[config.mk]
export PLATFORM = sky130hd
export DESIGN_NAME = mgl_glue
export DESIGN_NICKNAME = d
export VERILOG_FILES = /design/src/mgl_strobe_seq.v /design/src/mgl_glue.v
export VERILOG_INCLUDE_DIRS = /design/src
export SDC_FILE = /design/constraint.sdc
export NUM_CORES = 1
export LEC_CHECK = 0
export BUFFER_PORTS_ARGS = -buffer_cell sky130_fd_sc_hd__buf_2
export CORE_ASPECT_RATIO = 0.9
export CORE_UTILIZATION = 41
export DETAILED_ROUTE_END_ITERATION = 12
export GPL_TIMING_DRIVEN = 1
export PLACE_DENSITY = 0.76
export SYNTH_ARGS = -nofsm -noshare
export SYNTH_HDL_FRONTEND = slang
export SYNTH_SLANG_ARGS = --single-unit
[constraint.sdc]
create_clock -name clk_i -period 2.4 [get_ports clk_i]
set_input_delay 0.24 -clock clk_i [delete_from_list [all_inputs] [get_ports clk_i]]
set_output_delay 0.24 -clock clk_i [all_outputs]
set_load 0.05 [all_outputs]
[src/mgl_consts.vh]
`ifndef MGL_CONSTS_VH
`define MGL_CONSTS_VH

// Clock figures
`define MGL_OSC_PERIOD_NS 100
`define MGL_CPU_DIV 2
`define MGL_WAIT_EXT_NS 250
`define MGL_ROW_STROBE_CLKS 2

// Address bus layout
`define MGL_AD_W 16
`define MGL_AREA_BIT 15
`define MGL_BYTE_BIT 0
`define MGL_ROM_LO 1
`define MGL_ROM_HI 11
`define MGL_ROM_W 11
`define MGL_PAIR_LO 12
`define MGL_PAIR_HI 14
`define MGL_PAIRS 8
`define MGL_ROW_LO 1
`define MGL_ROW_HI 7
`define MGL_COL_LO 8
`define MGL_COL_HI 14
`define MGL_DRAM_AW 7

// Buffered control lines, bit order of the strobe vector
`define MGL_CTL_N 6
`define MGL_CTL_AS 0
`define MGL_CTL_DS 1
`define MGL_CTL_MEM_REQUEST 2
`define MGL_CTL_RW 3
`define MGL_CTL_NS 4
`define MGL_CTL_BW 5

// Reset values
`define MGL_AD_RST 16'h0000
`define MGL_CTL_RST 6'h3f
`define MGL_PAIR_RST 8'hff
`define MGL_DRAM_A_RST 7'h00
`define MGL_ROM_A_RST 11'h000

`endif

[src/mgl_strobe_seq.v]
`timescale 1ns/100ps
`default_nettype none
`include "mgl_consts.vh"

module mgl_strobe_seq
(
   // Clock and reset
   input wire clk_i,
   input wire reset_i,
   // Step on every falling processor clock edge
   input wire fall_tick_i,
   input wire addr_strobe_act_i,
   // Sequencer flip-flops, both idle high
   output reg row_strobe_ff_o,
   output reg delay_ff_o
);

   // Two-flop sequence stepped on the inverted processor clock
   always @(posedge clk_i or posedge reset_i)
   begin
      if (reset_i)
      begin
         row_strobe_ff_o <= 1'b1;
         delay_ff_o <= 1'b1;
      end
      else if (fall_tick_i)
      begin
         case ({row_strobe_ff_o, delay_ff_o})
            2'b11:
            begin
               // Idle: a cycle starts while the address strobe is low
               row_strobe_ff_o <= ~addr_strobe_act_i;
            end
            2'b01:
            begin
               delay_ff_o <= 1'b0;
            end
            2'b00:
            begin
               row_strobe_ff_o <= 1'b1;
            end
            default:
            begin
               // Last step: restart at once if a new cycle is pending
               delay_ff_o <= 1'b1;
               row_strobe_ff_o <= ~addr_strobe_act_i;
            end
         endcase
      end
   end

endmodule // mgl_strobe_seq
`default_nettype wire

[src/mgl_glue.v]
// Contract
// - Processor clock is the oscillator divided by two for even duty.
// - Buffered control strobes float while bus grant acknowledge is low.
// - Bus grant acknowledge low also disables address latches and transceivers.
// - Address latched transparently while address strobe is low, held after.
// - Latched top address bit low selects ROM, high selects RAM.
// - ROM pairs addressed by latched bits 1 to 11; bit 0 ignored.
// - One-of-eight decoder picks the ROM pair inside the ROM area.
// - Wait asserted while ROM area selected and delay flop high.
// - Latched bits 1 to 14 multiplexed onto seven RAM address lines.
// - Row/column select is memory request taken on rising clock edge.
// - Row strobe is two-clock low pulse starting on falling edge.
// - Two idle-high flops step row and delay through fixed sequence.
// - Column strobe is RAM area AND row/column select AND read-or-data.
// - Read column strobe asserts once select follows memory request.
// - Write column strobe waits for data strobe, stretched by a flop.
// - Column strobe goes to both banks; byte write drops other bank.
`timescale 1ns/100ps
`default_nettype none
`include "mgl_consts.vh"

module mgl_glue
(
   // Oscillator clock and system reset
   input wire clk_i,
   input wire reset_i,
   // Processor clock output
   output reg cpu_clk_o,
   // Processor control outputs, active low unless named otherwise
   input wire addr_strobe_n_i,
   input wire data_strobe_n_i,
   input wire mem_request_n_i,
   input wire read_write_n_i,
   input wire normal_system_mode_i,
   input wire byte_word_sel_i,
   input wire bus_grant_ack_i,
   // Processor multiplexed address/data bus
   input wire [`MGL_AD_W-1:0] cpu_ad_i,
   output reg [`MGL_AD_W-1:0] cpu_ad_o,
   output reg cpu_ad_oe_o,
   // Processor wait input, active low
   output reg wait_n_o,
   // Buffered control strobes with output enable
   output reg [`MGL_CTL_N-1:0] buf_ctl_o,
   output reg [`MGL_CTL_N-1:0] buf_ctl_oe_o,
   // Latched address bus
   output reg [`MGL_AD_W-1:0] latched_addr_o,
   output reg latched_addr_oe_o,
   // Memory side data bus
   input wire [`MGL_AD_W-1:0] mem_data_i,
   output reg [`MGL_AD_W-1:0] mem_data_o,
   output reg mem_data_oe_o,
   // ROM array
   output reg [`MGL_ROM_W-1:0] rom_addr_o,
   output reg [`MGL_PAIRS-1:0] rom_pair_sel_n_o,
   // Dynamic RAM array
   output reg [`MGL_DRAM_AW-1:0] dram_addr_o,
   output wire row_strobe_n_o,
   output reg col_strobe_hi_n_o,
   output reg col_strobe_lo_n_o
);

   // Processor clock state and edge ticks
   wire fall_tick;
   wire rise_tick;
   // Active-high views of the processor strobes
   wire as_act;
   wire ds_act;
   wire mem_request_act;
   wire rd_cycle;
   // Address latch and its decoded views
   reg [`MGL_AD_W-1:0] latch_reg;
   wire [`MGL_AD_W-1:0] latch_view;
   wire ram_area;
   wire word_access;
   // Strobe timing
   reg row_col_select_reg;
   reg ds_stretch_reg;
   wire delay_ff;
   wire col_active;
   wire write_term;
   // Control strobes gathered in vector order
   wire [`MGL_CTL_N-1:0] ctl_raw;

   // One-of-eight decode, active low, with a common enable
   function [`MGL_PAIRS-1:0] dec_one_of_eight;
      input [2:0] sel;
      input en;
      begin
         dec_one_of_eight = `MGL_PAIR_RST;
         if (en)
         begin
            dec_one_of_eight[sel] = 1'b0;
         end
      end
   endfunction

   // Area decode from the latched top bit, shared by ROM and RAM paths
   function is_ram_area;
      input [`MGL_AD_W-1:0] addr;
      begin
         is_ram_area = addr[`MGL_AREA_BIT];
      end
   endfunction

   // Polarity helpers
   assign as_act = ~addr_strobe_n_i;
   assign ds_act = ~data_strobe_n_i;
   assign mem_request_act = ~mem_request_n_i;
   assign rd_cycle = read_write_n_i;
   assign word_access = byte_word_sel_i;
   assign ram_area = is_ram_area(latch_view);

   // The processor clock toggles on every rising oscillator edge, so the
   // oscillator cycle in which it is high is the one before its fall
   assign fall_tick = cpu_clk_o;
   assign rise_tick = ~cpu_clk_o;

   // Divide the oscillator by a toggle flop for an even duty cycle
   always @(posedge clk_i or posedge reset_i)
   begin
      if (reset_i)
      begin
         cpu_clk_o <= 1'b0;
      end
      else
      begin
         cpu_clk_o <= ~cpu_clk_o;
      end
   end

   // Transparent address latch: follows the bus while the address
   // strobe is low and holds once it rises; the falling edge alone
   // is never used to sample because the address is not yet valid
   always @(posedge clk_i or posedge reset_i)
   begin
      if (reset_i)
      begin
         latch_reg <= `MGL_AD_RST;
      end
      else if (as_act)
      begin
         latch_reg <= cpu_ad_i;
      end
   end

   // Latch output: the bus itself while the strobe is low, as a
   // transparent latch shows it, so no decode sees a stale address
   assign latch_view = as_act ? cpu_ad_i : latch_reg;

   // Latched address output, released when the bus is granted away
   always @(posedge clk_i or posedge reset_i)
   begin
      if (reset_i)
      begin
         latched_addr_o <= `MGL_AD_RST;
         latched_addr_oe_o <= 1'b0;
      end
      else
      begin
         latched_addr_o <= latch_view;
         latched_addr_oe_o <= bus_grant_ack_i;
      end
   end

   // Control strobes in the order of the buffered vector
   assign ctl_raw[`MGL_CTL_AS] = addr_strobe_n_i;
   assign ctl_raw[`MGL_CTL_DS] = data_strobe_n_i;
   assign ctl_raw[`MGL_CTL_MEM_REQUEST] = mem_request_n_i;
   assign ctl_raw[`MGL_CTL_RW] = read_write_n_i;
   assign ctl_raw[`MGL_CTL_NS] = normal_system_mode_i;
   assign ctl_raw[`MGL_CTL_BW] = byte_word_sel_i;

   // One three-state buffer per control line
   genvar gi;
   generate
      for (gi = 0; gi < `MGL_CTL_N; gi = gi + 1)
      begin : g_ctl_buf
         always @(posedge clk_i or posedge reset_i)
         begin
            if (reset_i)
            begin
               buf_ctl_o[gi] <= 1'b1;
               buf_ctl_oe_o[gi] <= 1'b0;
            end
            else
            begin
               buf_ctl_o[gi] <= ctl_raw[gi];
               buf_ctl_oe_o[gi] <= bus_grant_ack_i;
            end
         end
      end
   endgenerate

   // Data transceivers: toward the processor on reads while the data
   // strobe is low, toward memory during writes, off otherwise
   always @(posedge clk_i or posedge reset_i)
   begin
      if (reset_i)
      begin
         cpu_ad_o <= `MGL_AD_RST;
         cpu_ad_oe_o <= 1'b0;
         mem_data_o <= `MGL_AD_RST;
         mem_data_oe_o <= 1'b0;
      end
      else
      begin
         cpu_ad_o <= mem_data_i;
         mem_data_o <= cpu_ad_i;
         cpu_ad_oe_o <= bus_grant_ack_i & rd_cycle & ds_act;
         mem_data_oe_o <= bus_grant_ack_i & ~rd_cycle & mem_request_act;
      end
   end

   // ROM pair address and pair select inside the lower area
   always @(posedge clk_i or posedge reset_i)
   begin
      if (reset_i)
      begin
         rom_addr_o <= `MGL_ROM_A_RST;
         rom_pair_sel_n_o <= `MGL_PAIR_RST;
      end
      else
      begin
         // Bit 0 is dropped: ROM reads are always full words
         rom_addr_o <= latch_view[`MGL_ROM_HI:`MGL_ROM_LO];
         rom_pair_sel_n_o <=
            dec_one_of_eight(latch_view[`MGL_PAIR_HI:`MGL_PAIR_LO],
                             ~ram_area & mem_request_act);
      end
   end

   // Row strobe and delay flops on the inverted processor clock
   mgl_strobe_seq u_seq
   (
      .clk_i(clk_i),
      .reset_i(reset_i),
      .fall_tick_i(fall_tick),
      .addr_strobe_act_i(as_act),
      .row_strobe_ff_o(row_strobe_n_o),
      .delay_ff_o(delay_ff)
   );

   // One wait state on each ROM access while the delay flop is high
   always @(posedge clk_i or posedge reset_i)
   begin
      if (reset_i)
      begin
         wait_n_o <= 1'b1;
      end
      else
      begin
         wait_n_o <= ~(~ram_area & delay_ff);
      end
   end

   // Memory request taken on the rising processor clock edge
   always @(posedge clk_i or posedge reset_i)
   begin
      if (reset_i)
      begin
         row_col_select_reg <= 1'b0;
      end
      else if (rise_tick)
      begin
         row_col_select_reg <= mem_request_act;
      end
   end

   // Row half first, column half once the select has switched
   always @(posedge clk_i or posedge reset_i)
   begin
      if (reset_i)
      begin
         dram_addr_o <= `MGL_DRAM_A_RST;
      end
      else if (row_col_select_reg)
      begin
         dram_addr_o <= latch_view[`MGL_COL_HI:`MGL_COL_LO];
      end
      else
      begin
         dram_addr_o <= latch_view[`MGL_ROW_HI:`MGL_ROW_LO];
      end
   end

   // Data strobe held over one falling edge to widen write strobes
   always @(posedge clk_i or posedge reset_i)
   begin
      if (reset_i)
      begin
         ds_stretch_reg <= 1'b0;
      end
      else if (fall_tick)
      begin
         ds_stretch_reg <= ds_act;
      end
   end

   // Writes wait for valid data; reads go as soon as select switches
   assign write_term = ds_act | ds_stretch_reg;
   assign col_active = ram_area & row_col_select_reg &
                       (rd_cycle | write_term);

   // Steer the column strobe to the byte banks; even byte is high bank
   always @(posedge clk_i or posedge reset_i)
   begin
      if (reset_i)
      begin
         col_strobe_hi_n_o <= 1'b1;
         col_strobe_lo_n_o <= 1'b1;
      end
      else
      begin
         col_strobe_hi_n_o <= ~(col_active &
            (rd_cycle | word_access | ~latch_view[`MGL_BYTE_BIT]));
         col_strobe_lo_n_o <= ~(col_active &
            (rd_cycle | word_access | latch_view[`MGL_BYTE_BIT]));
      end
   end

endmodule // mgl_glue
`default_nettype wire

==> results_dict.tcl <==
set metrics [dict create \
    initial_core_util 0.436 \
    core_area_sq_mm 0.00625 \
    clkTransAtPathRegs_ns 0.08 \
    drtIter0Drc 43 \
    clock_sinks 80 \
    ios 135 \
    leakage_nw 1.87 \
    critPathKind "in2reg" \
    dieArea_sq_mm 0.00697 \
    synth.cell_area_sq_mm 0.00272 \
    p_comb_frac 0.236 \
    netlist.area_leader.share 0.561 \
    p_per_area_mw_per_mm2 917 \
    grt_usage 0.175 \
    hpwl_mm 3.72 \
    htree_levels 3 \
    antenna_found_initial 0 \
    routed_wirelength_mm 5.66 \
    n_fill_cell 506 \
    netlist_instances 162 \
    ctsResizeCount 0 \
    clock-root-buffer "clkbuf_8" \
    via_per_inst 4.50 \
    p_sw_frac 0.313 \
    rsz0062_at_grt "no" \
    rows 27 \
    final_util 0.613 \
    grt_overflow 0 \
    ys_seq_area_frac 0.744 \
    worst_pin_slew_ns 0.639 \
    cp_max_fo 22 \
    vdd_drop_max_v 0.000524 \
    yosys.area.top_type "dfrtp_1" \
    fin_worst_skew_ns 0.00544 \
    yosysWarnings 0 \
    top_regs "cpu_ad_o: 16 flops, mem_data_o: 16 flops, rom_addr_o: 9 flops" \
    die_h_um 79.3 \
    ys_async_sr_fraction 1.00 \
    slew_headroom 0.573 \
    design_area_sq_mm 0.00383 \
    synth_area_leaders "dfrtp_1, dfstp_2, mux2_2" \
    cts_buffers 9 \
    route.detailed.drc 0 \
    yosys_register_bits 80 \
    syn_area_per_cell_sq_um 16.8 \
    max_freq_mhz 727 \
    grt_first_pass_wirelength_mm 8.77 \
    total_power_mw 3.51 \
    p_int_mw 2.41 \
    cts_tree "done" \
    crit_required_ns 2.62 \
    vias 1809 \
    ant_nets 0 \
    area_growth_pct 40.6 \
    ys.flop_type "dfrtp_1" \
    slew_violations 0 \
    period_needed_ns 1.38 \
    timing.setup.tns_ns 0 \
    wire_per_inst_um 14.1 \
    drive_gt1_frac 0.619 \
    pwr-share-seq 0.435 \
    hold_viol 0 \
    drv_cap 0 \
    placed_area_sq_mm 0.00337 \
    finalSetupViolations 0 \
    grt_max_degree 44 \
    die_w_um 87.9 \
    netSwitchingPower_mw 1.10 \
    yosysMostFrequentCell "dfrtp_1" \
    status "finished clean" \
    worstPathArrival_ns 1.60 \
    place_congestion 0.825 \
    pwr-share-clk 0.329 \
    fin_nets 353 \
    start_kind "input port" \
    hold_class "in2reg" \
    clk_latency_ns 0.33 \
    synth-edff-count 0 \
    grt_pass1_vias 1817 \
    synth_common_cells "dfrtp_1, dfstp_2, buf_4, mux2_2, o2111ai_1" \
    cts_buffer_depth 2 \
    synthesis.nets 205 \
    io_buffer_count 134 \
    antenna_cells 0 \
    crit_path_end_kind "flop" \
    finalCritPeriodShare 0.573 \
    dr.pass1.iters 4 \
    ys_types 26 \
]
## power by group through the flow
stage	sequential, mW	combinational (mW)	clock, mW
6_report	1.53	0.829	1.16
5_1_grt	1.54	0.883	1.25
3_3_place_gp	1.55	0.795	0
4_1_cts	1.53	0.835	1.19
3_5_place_dp	1.55	0.805	0
2_1_floorplan	1.90	0.288	0
## cell families after synthesis
logic type      synth area share
compound gates            0.0400
simple gates              0.0331
buf+inv                   0.0676
mux                        0.106
fa+ha+maj                0.00919
flops                      0.744
## layer usage
metal,track usage,part of all wire,routed length [um],vias to the layer above
met2,0.303,0.53,2980,87
met5,0,0,0,-
met3,0.0644,0.064,360,9
met1,0.194,0.40,2240,882
li1,-,-,-,831
met4,0.0721,0.013,72,0
## per-stage QoR
stage          instances  hold WS (ns)  setup slack (ns)
6_report             402        0.0215              1.02
5_1_grt              402      0.000453             0.925
4_1_cts              402      0.000118              1.02
3_5_place_dp         364         0.343             0.679
3_3_place_gp         364         0.338             0.748
2_1_floorplan        162         0.244             0.140
## critical path, stage by stage
cell,delay [ns]
buf_2,0.46
mux2i_1,0.48
inv_2,0.13
mux2_2,0.29
## path summary, 6_finish.rpt
kind | end | depth (start not counted) | startpoint | slack, ns
max | dram_addr_o[6] | 4 | addr_strobe_n_i | 1.02
min | mem_data_o[11] | 1 | cpu_ad_i[11] | 0.02
max reg2reg | dram_addr_o[6] | 3 | latched_addr_o[14] | 1.10
min reg2reg | ds_stretch_reg | 2 | ds_stretch_reg | 0.50
max in group asynchronous | rom_pair_sel_n_o[6] | 4 | reset_i | 1.18
min in group asynchronous | cpu_ad_o[0] | 3 | reset_i | 0.52
## placed cells by master, fill, tap and decap left out
cell	n
a21oi_1	1
mux2i_4	1
inv_2	2
inv_1	5
dfrtp_1	61
bufinv_16	3
nor3b_1	2
ha_1	2
dfstp_2	19
clkbuf_1	3
dlygate4sd3_1	22
buf_2	134
o2111ai_1	10
clkbuf_8	10
nor3b_2	1
clkinv_2	1
mux2_4	3
nor2_1	2
mux2i_1	3
or3b_2	1
a31oi_1	1
and3b_1	1
nor3_1	1
buf_12	1
nand2b_1	1
o21ai_0	2
or2_2	2
nand2_1	2
mux2_2	17
nor2b_1	1
## what timing repair did
action	4_1_cts	5_1_grt
hold buffers	22	0
setup buffers	0	0
endpoints found under the hold margin	56	0
setup endpoints to repair	0	0
## layout make-up
class / instances / area, sq um / area share
clock inverter: 3 / 90.1 / 0.0235
multi-input combinational: 54 / 513 / 0.134
timing repair buffer: 157 / 911 / 0.238
inverter: 8 / 31.3 / 0.00817
tap: 87 / 109 / 0.0284
clock buffer: 13 / 149 / 0.0389
sequential: 80 / 2030 / 0.529
Power figures use the tool's default switching activity.
